==> config.mk <==
export PLATFORM = sky130hd
export DESIGN_NAME = oms_top
export DESIGN_NICKNAME = d
export VERILOG_FILES = /design/src/logic/oms_pkg.sv /design/src/logic/oms_top.sv /design/src/logic/oms_term_reg.sv
export SDC_FILE = /design/constraint.sdc
export NUM_CORES = 1
export LEC_CHECK = 0
export BUFFER_PORTS_ARGS = -buffer_cell sky130_fd_sc_hd__buf_2
export CORE_ASPECT_RATIO = 0.8
export CORE_MARGIN = 2
export CORE_UTILIZATION = 40
export DETAILED_ROUTE_END_ITERATION = 8
export PLACE_DENSITY = 0.71
export SLEW_MARGIN = 40
export SYNTH_ARGS = -nofsm -noshare
export SYNTH_HDL_FRONTEND = slang
export SYNTH_SLANG_ARGS = --single-unit
==> constraint.sdc <==
create_clock -name clock_in -period 4.6 [get_ports clock_in]
set_input_delay 0.46 -clock clock_in [delete_from_list [all_inputs] [get_ports clock_in]]
set_output_delay 0.46 -clock clock_in [all_outputs]
set_load 0.05 [all_outputs]
==> src/logic/oms_pkg.sv <==
package oms_pkg;

   // resolved command mode
   typedef enum logic [1:0] {
      OMS_EXT,
      OMS_PANEL,
      OMS_NET,
      OMS_COMBINED
   } oms_mode_e;

   // register byte offsets
   localparam logic [7:0] OMS_OFF_CONFIG = 8'h00;
   localparam logic [7:0] OMS_OFF_STATUS = 8'h04;

   // config field positions
   localparam int OMS_MS_LSB     = 0;
   localparam int OMS_SU_LSB     = 4;
   localparam int OMS_NCS_LSB    = 8;
   localparam int OMS_ASG_PN_BIT = 16;
   localparam int OMS_ASG_EN_BIT = 17;
   localparam int OMS_ASG_PE_BIT = 18;

   // status field positions
   localparam int OMS_ST_MODE_LSB = 0;
   localparam int OMS_ST_STOP_BIT = 2;
   localparam int OMS_ST_RUN_BIT  = 3;

   // mode select setting values
   localparam logic [3:0] OMS_MS_SWITCH   = 4'h0;
   localparam logic [3:0] OMS_MS_PANEL    = 4'h1;
   localparam logic [3:0] OMS_MS_EXT_NET  = 4'h2;
   localparam logic [3:0] OMS_MS_COMB_A   = 4'h3;
   localparam logic [3:0] OMS_MS_COMB_B   = 4'h4;
   localparam logic [3:0] OMS_MS_RUN_SW   = 4'h6;
   localparam logic [3:0] OMS_MS_INTERLK  = 4'h7;

   // start-up mode setting values
   localparam logic [3:0] OMS_SU_AS_SET    = 4'h0;
   localparam logic [3:0] OMS_SU_NET       = 4'h1;
   localparam logic [3:0] OMS_SU_PANEL_NET = 4'hA;

   // network command source values
   localparam logic [1:0] OMS_NCS_SRC0 = 2'h0;
   localparam logic [1:0] OMS_NCS_SRC1 = 2'h1;

   // reset values
   localparam logic [3:0] OMS_MS_RST   = 4'h0;
   localparam logic [3:0] OMS_SU_RST   = 4'h0;
   localparam logic [1:0] OMS_NCS_RST  = 2'h0;
   localparam oms_mode_e  OMS_MODE_RST = OMS_EXT;

   // configuration settings
   typedef struct packed {
      logic [3:0] mode_select_setting;
      logic [3:0] startup_mode_setting;
      logic [1:0] net_command_source_setting;
      logic       asg_pn;  // code 65 assigned to a terminal
      logic       asg_en;  // code 66 assigned to a terminal
      logic       asg_pe;  // panel/external switch assigned
   } oms_cfg_s;

   // terminal inputs
   typedef struct packed {
      logic pn;        // panel/network switch
      logic en;        // external/network switch
      logic pe;        // panel/external switch
      logic interlock; // panel interlock
      logic running;   // motor running or start on
      logic option;    // communication option fitted
   } oms_term_s;

   localparam int OMS_TERM_W = $bits(oms_term_s);

endpackage

==> src/logic/oms_top.sv <==
`timescale 1ns/1ps
`default_nettype none
// operation mode selector with apb configuration
module oms_top
   import oms_pkg::*;
#(
   parameter int ADDR_W = 8
) (
   input  wire logic              clock_in,
   input  wire logic              reset_in,
   // apb slave
   input  wire logic              psel_in,
   input  wire logic              penable_in,
   input  wire logic              pwrite_in,
   input  wire logic [ADDR_W-1:0] paddr_in,
   input  wire logic [31:0]       pwdata_in,
   input  wire logic [3:0]        pstrb_in,
   output logic      [31:0]       prdata_out,
   output logic                   pready_out,
   output logic                   pslverr_out,
   // terminal inputs
   input  wire logic              panel_net_switch_in,
   input  wire logic              ext_net_switch_in,
   input  wire logic              panel_ext_switch_in,
   input  wire logic              panel_interlock_in,
   input  wire logic              motor_running_in,
   input  wire logic              comm_option_fitted_in,
   // results
   output oms_mode_e              mode_out,
   output logic                   output_stop_out
);

   // decode needs the full byte offset
   initial begin
      if (ADDR_W < 8) begin
         $error("oms_top: ADDR_W must be at least 8");
      end
   end

   // state of the block apart from the registered terminals
   typedef struct packed {
      oms_cfg_s    cfg;       // software settings
      oms_mode_e   mode;      // resolved mode
      logic        out_stop;  // output stop flag
      logic [31:0] rdata;     // read data for the access phase
   } oms_state_s;

   oms_state_s st_ff;   // registered state
   oms_state_s nxt_st;  // next state
   oms_term_s  t;       // registered terminals

   // terminal sampling stage
   oms_term_reg #(
      .WIDTH (OMS_TERM_W)
   ) u_term (
      .clock_in (clock_in),
      .reset_in (reset_in),
      .d_in     ({panel_net_switch_in, ext_net_switch_in, panel_ext_switch_in,
                  panel_interlock_in, motor_running_in, comm_option_fitted_in}),
      .q_out    (t)
   );

   // address decode on the low byte
   logic [7:0] addr_lo;    // byte offset
   logic       hit_cfg;    // config register
   logic       hit_stat;   // status register
   logic       addr_ok;    // mapped address
   assign addr_lo  = paddr_in[7:0];
   assign hit_cfg  = (addr_lo == OMS_OFF_CONFIG);
   assign hit_stat = (addr_lo == OMS_OFF_STATUS);
   assign addr_ok  = hit_cfg | hit_stat;

   // config as a bus word
   function automatic logic [31:0] cfg_word(input oms_cfg_s c);
      logic [31:0] w;
      w = '0;
      w[OMS_MS_LSB +: 4]  = c.mode_select_setting;
      w[OMS_SU_LSB +: 4]  = c.startup_mode_setting;
      w[OMS_NCS_LSB +: 2] = c.net_command_source_setting;
      w[OMS_ASG_PN_BIT]   = c.asg_pn;
      w[OMS_ASG_EN_BIT]   = c.asg_en;
      w[OMS_ASG_PE_BIT]   = c.asg_pe;
      return w;
   endfunction

   // target mode from settings and terminals, priority by order of tests
   function automatic oms_mode_e resolve(input oms_cfg_s c, input oms_term_s s,
                                         input oms_mode_e cur);
      logic [3:0] ms;
      logic [3:0] su;
      logic       net_ok10;
      logic       net_ok0;
      oms_mode_e  ext_side;
      ms       = c.mode_select_setting;
      su       = c.startup_mode_setting;
      // network fallback when the option is missing
      net_ok10 = !(c.net_command_source_setting == OMS_NCS_SRC0 && !s.option);
      net_ok0  = !(c.net_command_source_setting == OMS_NCS_SRC1 && !s.option);
      resolve  = cur;
      // external side of the external/network switch
      if (c.asg_pn) begin
         ext_side = s.pn ? OMS_PANEL : OMS_NET;
      end else if (c.asg_pe && !s.pe) begin
         ext_side = OMS_PANEL;
      end else begin
         ext_side = OMS_EXT;
      end
      if (ms == OMS_MS_PANEL) begin
         resolve = OMS_PANEL;
      end else if (ms == OMS_MS_COMB_A || ms == OMS_MS_COMB_B) begin
         resolve = OMS_COMBINED;
      end else if (ms == OMS_MS_INTERLK && !s.interlock) begin
         resolve = OMS_EXT;
      end else if (ms != OMS_MS_SWITCH && ms != OMS_MS_EXT_NET && ms != OMS_MS_RUN_SW
                   && ms != OMS_MS_INTERLK) begin
         resolve = cur;  // unused settings leave the mode alone
      end else if (su == OMS_SU_PANEL_NET) begin
         // panel/network switching
         if (ms == OMS_MS_EXT_NET) begin
            resolve = OMS_NET;
         end else if (c.asg_en && s.en) begin
            resolve = net_ok10 ? OMS_NET : OMS_PANEL;
         end else if (c.asg_pn) begin
            if (s.pn) begin
               resolve = OMS_PANEL;
            end else if (net_ok10) begin
               resolve = OMS_NET;
            end else begin
               resolve = (c.asg_pe && s.pe) ? OMS_EXT : OMS_PANEL;
            end
         end else if (c.asg_pe) begin
            resolve = s.pe ? OMS_EXT : OMS_PANEL;
         end
      end else begin
         // external/network switching
         if (c.asg_en && s.en) begin
            if (net_ok0) begin
               resolve = OMS_NET;
            end else begin
               resolve = (ms == OMS_MS_EXT_NET) ? OMS_EXT : OMS_PANEL;
            end
         end else if (ms == OMS_MS_EXT_NET) begin
            resolve = OMS_EXT;
         end else if (c.asg_en || c.asg_pn || c.asg_pe) begin
            resolve = ext_side;
         end
         if (ms == OMS_MS_EXT_NET && resolve == OMS_PANEL) begin
            resolve = OMS_EXT;
         end
      end
   endfunction

   // settings that fix the mode take effect at once
   function automatic logic forced(input oms_cfg_s c, input oms_term_s s);
      logic [3:0] ms;
      ms     = c.mode_select_setting;
      forced = (ms == OMS_MS_PANEL) || (ms == OMS_MS_COMB_A) || (ms == OMS_MS_COMB_B)
               || (ms == OMS_MS_INTERLK && !s.interlock)
               || (ms == OMS_MS_EXT_NET && c.startup_mode_setting == OMS_SU_PANEL_NET);
   endfunction

   oms_mode_e target;     // resolved target mode
   logic      may_move;   // switching allowed this cycle
   logic      wr_strobe;  // apb write access phase
   logic      rd_setup;   // apb setup of a read
   assign target    = resolve(st_ff.cfg, t, st_ff.mode);
   // a stop is needed unless setting 6 allows running changes or the setting fixes the mode
   assign may_move  = !t.running || (st_ff.cfg.mode_select_setting == OMS_MS_RUN_SW)
                      || forced(st_ff.cfg, t);
   assign wr_strobe = psel_in && penable_in && pwrite_in && hit_cfg;
   assign rd_setup  = psel_in && !penable_in && !pwrite_in;

   // next state
   always_comb begin
      nxt_st = st_ff;
      // mode update one cycle after the sampled inputs
      if (may_move) begin
         nxt_st.mode = target;
      end
      // interlocked external mode holds the output stopped
      nxt_st.out_stop = (st_ff.cfg.mode_select_setting == OMS_MS_INTERLK) && t.interlock
                        && (st_ff.mode == OMS_EXT);
      // byte-lane writes to the config word
      if (wr_strobe) begin
         if (pstrb_in[0]) begin
            nxt_st.cfg.mode_select_setting  = pwdata_in[OMS_MS_LSB +: 4];
            nxt_st.cfg.startup_mode_setting = pwdata_in[OMS_SU_LSB +: 4];
         end
         if (pstrb_in[1]) begin
            nxt_st.cfg.net_command_source_setting = pwdata_in[OMS_NCS_LSB +: 2];
         end
         if (pstrb_in[2]) begin
            nxt_st.cfg.asg_pn = pwdata_in[OMS_ASG_PN_BIT];
            nxt_st.cfg.asg_en = pwdata_in[OMS_ASG_EN_BIT];
            nxt_st.cfg.asg_pe = pwdata_in[OMS_ASG_PE_BIT];
         end
      end
      // read data captured in the setup cycle, zero for unmapped
      if (rd_setup) begin
         nxt_st.rdata = '0;
         if (hit_cfg) begin
            nxt_st.rdata = cfg_word(st_ff.cfg);
         end else if (hit_stat) begin
            nxt_st.rdata[OMS_ST_MODE_LSB +: 2] = st_ff.mode;
            nxt_st.rdata[OMS_ST_STOP_BIT]      = st_ff.out_stop;
            nxt_st.rdata[OMS_ST_RUN_BIT]       = t.running;
         end
      end
   end

   // state register
   always_ff @(posedge clock_in or posedge reset_in) begin
      if (reset_in) begin
         st_ff.cfg.mode_select_setting        <= OMS_MS_RST;
         st_ff.cfg.startup_mode_setting       <= OMS_SU_RST;
         st_ff.cfg.net_command_source_setting <= OMS_NCS_RST;
         st_ff.cfg.asg_pn                     <= 1'b0;
         st_ff.cfg.asg_en                     <= 1'b0;
         st_ff.cfg.asg_pe                     <= 1'b0;
         st_ff.mode                           <= OMS_MODE_RST;
         st_ff.out_stop                       <= 1'b0;
         st_ff.rdata                          <= 32'h0000_0000;
      end else begin
         st_ff <= nxt_st;
      end
   end

   // zero wait states; status is read-only so writes there error
   assign pready_out      = 1'b1;
   assign pslverr_out     = psel_in && penable_in && (!addr_ok || (pwrite_in && hit_stat));
   assign prdata_out      = st_ff.rdata;
   assign mode_out        = st_ff.mode;
   assign output_stop_out = st_ff.out_stop;

   logic [3:0] ms_c;  // current mode select
   logic [3:0] su_c;  // current start-up setting
   assign ms_c = st_ff.cfg.mode_select_setting;
   assign su_c = st_ff.cfg.startup_mode_setting;
endmodule
`default_nettype wire

==> src/logic/oms_term_reg.sv <==
`timescale 1ns/1ps
`default_nettype none
// register stage for the terminal inputs
module oms_term_reg #(
   parameter int WIDTH = 6
) (
   input  wire logic             clock_in,
   input  wire logic             reset_in,
   input  wire logic [WIDTH-1:0] d_in,
   output logic      [WIDTH-1:0] q_out
);
   // width must be usable
   initial begin
      if (WIDTH < 1) begin
         $error("oms_term_reg: WIDTH must be at least 1");
      end
   end

   logic [WIDTH-1:0] q_ff;  // sampled copy

   // one flop per input, cleared on reset
   always_ff @(posedge clock_in or posedge reset_in) begin
      if (reset_in) begin
         q_ff <= '0;
      end else begin
         q_ff <= d_in;
      end
   end

   assign q_out = q_ff;
endmodule
`default_nettype wire

=== Word-level counts from Yosys, hierarchy flattened ===
Index checks and enable logic that the tools add are counted.

* Bits in registers: 54
* Input bits: 55
* Output and inout bits: 37
* Word-level logic and storage cells: 102

* Equality and inequality tests: 15
* Multiplexer cells: 31
* Bitwise operators: 1
* Reduce and logical (&&, ||, !) cells: 45

{| class="wikitable"
|+ Operators with widths
! kind !! count
|-
| $mux 2 || 24
|-
| $logic_and 1x1->1 || 20
|-
| $mux 15 || 1
|-
| $eq 4x3->1 const B || 3
|-
| $logic_or 1x1->1 || 10
|-
| $eq 4x2->1 const B || 2
|-
| $eq 8x3->1 const B || 1
|-
| $logic_not 8->1 || 1
|-
| $mux 4 || 2
|-
| $ne 4x3->1 const B || 2
|-
| $ne 8x6->1 const B || 1
|-
| $logic_not 1->1 || 7
|-
| $reduce_and 2->1 || 3
|-
| $eq 2x1->1 const B || 2
|-
| $eq 4x1->1 const B || 1
|-
| $eq 4x4->1 const B || 1
|-
| $logic_not 2->1 || 2
|-
| $mux 1 || 4
|-
| $ne 4x2->1 const B || 1
|-
| $ne 4x4->1 const B || 1
|-
| $reduce_bool 4->1 || 1
|-
| $reduce_and 3->1 || 1
|-
| $or 1x1->1 || 1
|}

=== Logic depth before layout (Yosys ltp) ===
Gate-level depths: netlist of the first run.

* Depth after elaboration: 20
* Mapped depth: 6
* Gate-level depth less buffers: 5

=== By module ===
From an unflattened synthesis of the first run, not the netlist that was laid out.

* Cell total of the unflattened synthesis: 189
* Area total of the unflattened synthesis: 1891.8 um^2

{| class="wikitable"
|+ Modules (own cells, without submodules)
! module !! instances !! cells each !! area each (um^2) !! seq. area each (um^2)
|-
| oms_top || 1 || 182 || 1737.9 || 725.7
|-
| oms_term_reg || 1 || 7 || 153.9 || 150.1
|}

=== Worst setup path after synthesis of the first run ===
OpenSTA, ideal clock, no wires.

* Path kind: input port to output port
* From: in paddr_in[5]
* To: out pslverr_out
* Data arrival time: 2.019 ns
* Required time: 4.140 ns
* Setup slack: 2.121 ns
* Stages on the path: 5
* Buffers on the path: 1
* Path through: nor3_1 nand2_1 nor2_2 clkbuf_1 nor3b_1

* Longest elaborated chain between the ends: 5
* Elaborated cells on any way between the ends: 7
* Those cells by class: 1 x eq/ne; 1 x bitwise; 5 x reduce/logical

{| class="wikitable"
|+ RTL lines
! element !! line !! RTL
|-
| start: declaration || oms_top.sv:15 || <nowiki>input wire logic [ADDR_W-1:0] paddr_in,</nowiki>
|-
| $eq 8x3->1 / $logic_not 8->1 (equally long branches) || oms_top.sv:70, oms_top.sv:69 ||
|-
| $or 1x1->1 || oms_top.sv:71 || <nowiki>assign addr_ok = hit_cfg | hit_stat;</nowiki>
|-
| $logic_not 1->1 || oms_top.sv:230 || <nowiki>assign pslverr_out = psel_in && penable_in && (!addr_ok || (pwrite_in && hit_stat));</nowiki>
|-
| $logic_or 1x1->1 (*) || oms_top.sv:230 ||
|-
| $logic_and 1x1->1 (*) || oms_top.sv:230 ||
|-
| end: declaration || oms_top.sv:20 || <nowiki>output logic pslverr_out,</nowiki>
|}

Every way passes the cells marked *; elsewhere a longest branch is shown, timed or not.

=== Worst setup path in the final report of the first run ===
* From: in paddr_in[6]
* To: out pslverr_out

The elaborated chain is that of the path after synthesis.

==> results_tabular.tex, run 1 <==
\begin{tabular}{lr}
\hline
Metric & Value \\
\hline
\multicolumn{2}{l}{\textbf{Clock network}} \\
Post CTS Setup Buffer Count & 0 \\
CTS-repair resized insts & 0 \\
TritonCTS Buffers & 5 \\
Largest buffer count on any clock path & 2 \\
Master cell of the clock root buffer & clkbuf\_8 \\
Clock slew at reported path FFs & 0.07 ns \\
CTS tree & yes \\
Worst-Skew Late Latency & between 0.2 and 0.3 ns \\
Num Clock Sinks & 35 \\
H-tree depth reported by CTS & 2 \\
Hold buffer count at CTS & 0 \\
\multicolumn{2}{l}{\textbf{Worst setup path}} \\
Crit path max fanout & 17 \\
Delay of the slowest cell on the worst path & 0.55 ns \\
Cell type with the highest occurrence count on the critical path & buf\_2 \\
WP data required & 4.14 ns \\
Crit end category & output port \\
Crit path buffers/inverters & 2 \\
Worst-path cell chain & buf\_2 -> nor4\_1 -> nand2\_1 -> nor2\_2 -> nor3b\_1 -> buf\_2 \\
Critical Path Start Type & primary input \\
Kind of critical path & primary input to output port \\
Largest delay share family, worst path & simple AND/OR/NAND/NOR gates \\
Cell at the slowest stage of the critical path & nor2\_2 \\
Arrival time of the worst setup path & $\sim$1.9 ns \\
\multicolumn{2}{l}{\textbf{Detailed routing}} \\
Post-route ant nets & 0 \\
Number of vias after detailed routing & 1419 \\
Residual DRC count & 0 \\
Initial DRC count & 82 \\
Vias per inst & 4.89 \\
Average detailed-routed wire length per instance & 13.3 µm \\
Post-Route WL & $\sim$3900 µm \\
Number of detailed-routing iterations run before antenna repair & 4 \\
\multicolumn{2}{l}{\textbf{Floorplan}} \\
Number of top-level pins & 92 \\
Number of placement rows & 22 \\
Total die area & 5430 µm² \\
Initial Util & 0.420 \\
Chip Height & 66.3 µm \\
Area inside the core boundary & 4620 µm² \\
Die Wd & around 82 µm \\
\multicolumn{2}{l}{\textbf{Logic synthesis}} \\
Synth Instances & 192 \\
Synthesized flop and latch total & 35 \\
Yosys Warn Count & 0 \\
Portion of synthesized cell area occupied by the leading cell type & 0.451 \\
Most common flop cell mapped by yosys & dfrtp\_1 \\
Top cell type by total area after synthesis & dfrtp\_1 \\
Leading cell types by count after synthesis & 35 x buf\_4, 35 x dfrtp\_1, 23 x nand2\_1 \\
Unique masters post-synth & 40 \\
Number of synthesized flops with an enable pin & 0 \\
Share of flip-flops with an asynchronous set or reset after synthesis & 1.00 \\
Average cell area after synthesis & 10.1 µm² \\
Fraction of the yosys area taken by sequential cells & 0.451 \\
Mapped cell area & 1940 µm² \\
Synth top area cells & dfrtp\_1 45\%, buf\_4 14\%, mux2\_2 7.5\% \\
\multicolumn{2}{l}{\textbf{Power}} \\
Maximum VDD drop & 0.160 mV \\
Power per unit of standard cell area & 338 nW/µm² \\
Leakage power & 1.11 nW \\
\multicolumn{2}{l}{\textbf{Placed design}} \\
Gpl congestion & 0.799 \\
Half-perimeter wire length after placement & 2980 µm \\
Port Buffer Count & 51 \\
Placed Instance Area & 2060 µm² \\
\multicolumn{2}{l}{\textbf{Global routing}} \\
Met1 routing resource usage after global routing & 0.239 \\
Antenna violations before repair & 0 \\
Number of global-route vias before repair & 1270 \\
Met2 GRT Util & 0.216 \\
Global route total overflow & 0 \\
Busiest layer in global routing & met1 \\
Largest net degree at the start of global routing & 36 \\
Met3 Use GR & 0.0492 \\
Combined global-route utilization of all metal layers & 0.160 \\
Wire length of the first global-routing pass & about 6300 µm \\
\multicolumn{2}{l}{\textbf{Timing}} \\
Final setup violation count & 0 \\
Worst-case hold slack & 0.258 ns \\
Post-route clock period utilization & 0.509 \\
Final Skew & 0.00353 ns \\
Tightest slew margin relative to the limit & 0.535 \\
Maximum clock rate & 0.427 GHz \\
Sum of negative setup slack & 0 ns \\
Max-slew violation count & 0 \\
Unrepaired setup endpoints after global routing & false \\
Count of final hold-check violations & 0 \\
Min cycle time layout & $\sim$2.3 ns \\
Transition time of the tightest slew-check pin & about 0.70 ns \\
\multicolumn{2}{l}{\textbf{Layout}} \\
Post-route standard cell area excluding fillers & 2160 µm² \\
Total area of sequential cells & about 900 µm² \\
Area of the multi-input gates & 833 µm² \\
Proportion of layout cells with a drive suffix above 1 & 0.370 \\
Number of filler instances in the final layout & 466 \\
Area growth from synthesis to layout & 11.1\% \\
NumNets Final & between 200 and 300 \\
Antenna fix cells & 0 \\
\multicolumn{2}{l}{\textbf{Hold path}} \\
Hold Path Class & primary input to async pin \\
\multicolumn{2}{l}{\textbf{Outcome}} \\
Outcome & finished, final reports clean \\
\multicolumn{2}{l}{\textbf{Flow run}} \\
Total of max-cap violations & 0 \\
\hline
\end{tabular}
path summary, 6_finish.rpt:
kind,start,to,depth (start not counted),slack [ns]
min in group clock_in,comm_option_fitted_in,u_term.q_out[0]$_DFF_PP0_,1,0.28
max in group asynchronous,reset_in,st_ff[38]$_DFFE_PP0P_,3,4.03
max reg2reg,ms_c[2]$_DFFE_PP0P_,mode_out[1]$_DFFE_PP0P_,5,2.53
min,reset_in,u_term.q_out[0]$_DFF_PP0_,3,0.26
max,paddr_in[6],pslverr_out,6,2.26
min reg2reg,prdata_out[4]$_DFFE_PP0P_,prdata_out[4]$_DFFE_PP0P_,2,0.47
worst reg2reg max path, delay by kind of cell (launching register included):
kind / cells / cell delay, ns
AOI/OAI and AO/OA: 3 / 0.53
DFF: 1 / 0.52
muxes: 1 / 0.31
and+or+nand+nor: 1 / 0.61
stage by stage:
step                      setup WS (ns)  utilization  cells  power, mW
final                              2.26        0.467    290      0.729
after global routing               2.10        0.467    290      0.767
after CTS                          2.25        0.467    290      0.738
after detailed placement           2.13        0.445    282      0.495
after global placement             2.14        0.445    282      0.492
after floorplan                    2.12            -    210      0.484
sequential cells by signal (all words and copies together) (netlist names):
name             count
u_term.q_out         6
su_c                 4
output_stop_out      1
prdata_out          13
mode_out             2
st_ff                5
ms_c                 4
where the power goes:
group | total, mW | switching (mW) | internal (mW)
Clock | 0.241 | 0.104 | 0.137
Sequential | 0.338 | 0.0157 | 0.322
Combinational | 0.150 | 0.108 | 0.0420
kinds of logic after synthesis:
logic type / synth area share
and+or+nand+nor: 0.209
other: 0.00387
muxes: 0.0883
DFF: 0.451
AOI/OAI and AO/OA: 0.0928
buffers and inverters: 0.155
final cells by class:
class / instances / area share
clock buffers: 8 / 0.0464
inverters: 3 / 0.00522
multi-input cells: 132 / 0.386
flip-flops and latches: 35 / 0.406
well taps: 60 / 0.0348
repair buffers: 52 / 0.122
cells in the final DEF, fill, tap and decap left out, types with 3 or more instances in the layout:
master / Yosys / layout
buf_2: 0 / 51
dfrtp_1: 35 / 35
nand2_1: 23 / 23
conb_1: 2 / 20
nand3_1: 14 / 14
mux2_2: 13 / 13
nor2_1: 12 / 12
clkbuf_8: 0 / 7
a21oi_1: 4 / 4
a221oi_1: 4 / 4
nor3_1: 3 / 3
inv_1: 3 / 3
nand2b_1: 3 / 3
nand4_1: 3 / 3
metal layers:
metal / wire (µm) / vias to the layer above
met5: 0 / -
met4: 35 / 0
met3: 329 / 4
met2: 1660 / 63
met1: 1850 / 664
li1: - / 688
Note: power is estimated with default switching activity, not from simulation.
==> run 2, diff against run 1 <==
--- a/config.mk
+++ b/config.mk
@@ -10,7 +10,7 @@
 export CORE_MARGIN = 2
 export CORE_UTILIZATION = 40
 export DETAILED_ROUTE_END_ITERATION = 8
-export PLACE_DENSITY = 0.71
+export PLACE_DENSITY = 0.73
 export SLEW_MARGIN = 40
 export SYNTH_ARGS = -nofsm -noshare
 export SYNTH_HDL_FRONTEND = slang
==> constraint.sdc (replaced) <==
create_clock -name clock_in -period 2 [get_ports clock_in]
set_input_delay 0.2 -clock clock_in [delete_from_list [all_inputs] [get_ports clock_in]]
set_output_delay 0.2 -clock clock_in [all_outputs]
set_load 0.05 [all_outputs]
==> run 2 against run 1 <==
Clock skew increased by 0.0066 ns. Critical path depth fell by 1. Non-clock buffer count grew 12. Critical endpoint is now mode_out[1]$_DFFE_PP0P_. Largest power group unchanged.
==> results_tabular.tex, run 2 (synthesis gave the netlist of run 1 again) <==
\begin{tabular}{lr}
\hline
Metric & Value \\
\hline
\multicolumn{2}{l}{\textbf{Worst setup path}} \\
Crit end category & register \\
Crit path max fanout & 3 (-14) \\
Critical Path Start Type & register \\
Arrival time of the worst setup path & 2.10 ns (+0.22 ns) \\
Crit path launch & su\_c[2]\$\_DFFE\_PP0P\_ \\
WP data required & 2.18 ns (-1.96 ns) \\
Beginning of the worst register-to-register path & su\_c[2]\$\_DFFE\_PP0P\_ \\
Kind of critical path & register to register \\
\multicolumn{2}{l}{\textbf{Timing}} \\
Final Skew & 0.0101 ns (+0.00657 ns) \\
Post-route clock period utilization & 0.959 \\
Count of final hold-check violations & 0 (unchanged) \\
Sum of negative setup slack & 0 ns (unchanged) \\
Max-slew violation count & 0 (unchanged) \\
Unrepaired setup endpoints after global routing & false \\
Min cycle time layout & 1.92 ns \\
Maximum clock rate & 0.521 GHz \\
Final setup violation count & 0 (unchanged) \\
\multicolumn{2}{l}{\textbf{Global routing}} \\
Antenna violations before repair & 0 (unchanged) \\
Global route total overflow & 0 (unchanged) \\
Number of global-route vias before repair & 1329 (+4.6\%) \\
Largest net degree at the start of global routing & 36 (unchanged) \\
Wire length of the first global-routing pass & 6310 µm (-0.44\%) \\
Combined global-route utilization of all metal layers & 0.158 (-0.00221) \\
\multicolumn{2}{l}{\textbf{Floorplan}} \\
Chip Height & 66.3 µm (unchanged) \\
Initial Util & 0.420 (unchanged) \\
Number of placement rows & 22 (unchanged) \\
Number of top-level pins & 92 (unchanged) \\
Total die area & 5430 µm² (unchanged) \\
Die Wd & 81.9 µm (unchanged) \\
Area inside the core boundary & 4620 µm² (unchanged) \\
\multicolumn{2}{l}{\textbf{Clock network}} \\
Largest buffer count on any clock path & 2 (unchanged) \\
Master cell of the clock root buffer & clkbuf\_8 \\
CTS tree & yes \\
TritonCTS Buffers & 5 (unchanged) \\
H-tree depth reported by CTS & 2 (unchanged) \\
CTS-repair resized insts & 0 (unchanged) \\
Worst-Skew Late Latency & 0.29 ns (about the same) \\
Clock slew at reported path FFs & 0.08 ns (about the same) \\
Num Clock Sinks & 35 (unchanged) \\
\multicolumn{2}{l}{\textbf{Detailed routing}} \\
Met2 Routed Length & 1570 µm (-5.4\%) \\
Post-Route WL & 3910 µm (+1.1\%) \\
Number of vias after detailed routing & 1433 (+0.99\%) \\
Routed met3 length & 231 µm (-30\%) \\
Post-route ant nets & 0 (unchanged) \\
Initial DRC count & 64 (-22\%) \\
Top layer reached by signal wires & met4 \\
Residual DRC count & 0 (unchanged) \\
Vias per inst & 4.75 (-3.0\%) \\
Average detailed-routed wire length per instance & 13.0 µm (-2.9\%) \\
Number of detailed-routing iterations run before antenna repair & 4 (unchanged) \\
Wl on met1 & 2080 µm (+13\%) \\
\multicolumn{2}{l}{\textbf{Placed design}} \\
Gpl congestion & 0.803 (+0.55\%) \\
Port Buffer Count & 51 (unchanged) \\
Cell count after placement & 291 (+3.2\%) \\
Half-perimeter wire length after placement & 2970 µm (-0.37\%) \\
\multicolumn{2}{l}{\textbf{Layout}} \\
Max FFs per register & 13 (unchanged) \\
NumNets Final & 296 (+4.2\%) \\
Number of filler instances in the final layout & 468 (+0.43\%) \\
Area growth from synthesis to layout & 16.6\% \\
Commonest cells after routing, fill and taps aside & 51 x buf\_2, 35 x dfrtp\_1, 23 x nand2\_1 \\
Most common cell after layout, fill and taps aside & buf\_2 \\
Number of cells in the finished layout apart from fillers & 302 (+4.1\%) \\
Proportion of layout cells with a drive suffix above 1 & 0.401 (+0.0313) \\
Antenna fix cells & 0 (unchanged) \\
\multicolumn{2}{l}{\textbf{Hold path}} \\
Hold Startpoint & comm\_option\_fitted\_in \\
Hold Path Class & primary input to register \\
\multicolumn{2}{l}{\textbf{Power}} \\
Maximum VDD drop & 0.348 mV (+120\%) \\
Power per unit of standard cell area & 778 nW/µm² (+130\%) \\
Leakage power & 1.18 nW (+6.2\%) \\
\multicolumn{2}{l}{\textbf{Flow run}} \\
Total of max-cap violations & 0 (unchanged) \\
\multicolumn{2}{l}{\textbf{Outcome}} \\
Outcome & finished, final reports clean \\
\hline
\end{tabular}
==> run 2: changes by cell type in the layout (fill, tap and decap cells not counted), sizes merged <==
cell	before	now
clkinv	0	2
buf	52	63
clkbuf	8	5
dlygate4sd3	0	1
bufinv	0	1
==> run 2: where the power goes <==
part | leakage [nW] | switching, mW | internal, mW | total [mW]
Clock | 0.0581 | 0.265 | 0.371 | 0.636
Sequential | 0.462 | 0.0322 | 0.740 | 0.773
Combinational | 0.662 | 0.251 | 0.101 | 0.352
==> run 2: routing by layer <==
metal / up-vias / track usage
li1: 717 / -
met1: 669 / 0.238
met2: 44 / 0.214
met3: 3 / 0.0437
met4: 0 / 0.0500
met5: - / 0
==> run 2: worst paths after layout <==
path / cells after the start / end / slack (ns)
worst max-delay path: 5 / mode_out[1]$_DFFE_PP0P_ / 0.08
max in group asynchronous: 4 / ms_c[2]$_DFFE_PP0P_ / 1.14
worst min-delay path: 1 / u_term.q_out[0]$_DFF_PP0_ / 0.01
worst max register to register: 5 / mode_out[1]$_DFFE_PP0P_ / 0.08
min in group asynchronous: 4 / su_c[2]$_DFFE_PP0P_ / 0.55
worst min register to register: 2 / prdata_out[4]$_DFFE_PP0P_ / 0.46
==> run 2: metrics by stage <==
| stage | util | power [mW] | setup slack [ns] | hold slack (ns) | instance area, µm² |
|---|---|---|---|---|---|
| finish | 0.489 | 1.76 | 0.0816 | 0.0145 | 2260 |
| global route | 0.489 | 1.84 | 0.00486 | 0.00832 | 2260 |
| CTS | 0.486 | 1.78 | 0.0584 | 0.00526 | 2250 |
| detailed placement | 0.460 | 1.14 | 0.0626 | 0.309 | 2130 |
| global placement | 0.460 | 1.13 | 0.0808 | 0.309 | 2130 |
| floorplan | - | 1.11 | 0.0413 | 0.231 | 2010 |
==> run 2: timing repair <==
| item | 4_1_cts | 5_1_grt |
|---|---|---|
| hold endpoints to repair | 3 | 0 |
| setup buffers | 0 | 2 |
| endpoints found under the setup margin | 0 | 1 |
| hold buffers | 1 | 0 |
==> run 2: final cells by class <==
cell class / count / area, µm² / share of cell area
Clock buffer: 5 / 68.8 / 0.0304
Tap cell: 60 / 75.1 / 0.0332
Timing Repair Buffer: 64 / 355 / 0.157
Clock inverter: 3 / 43.8 / 0.0193
Inverter: 3 / 11.3 / 0.00498
Sequential cell: 35 / 876 / 0.387
Multi-Input combinational cell: 132 / 833 / 0.368
==> run 2: critical path: stages (launching register included) <==
cell	delay (ns)
dfrtp_1	0.39
or4bb_4	0.58
o221ai_4	0.17
o221ai_2	0.12
a31oi_2	0.22
mux2_4	0.31
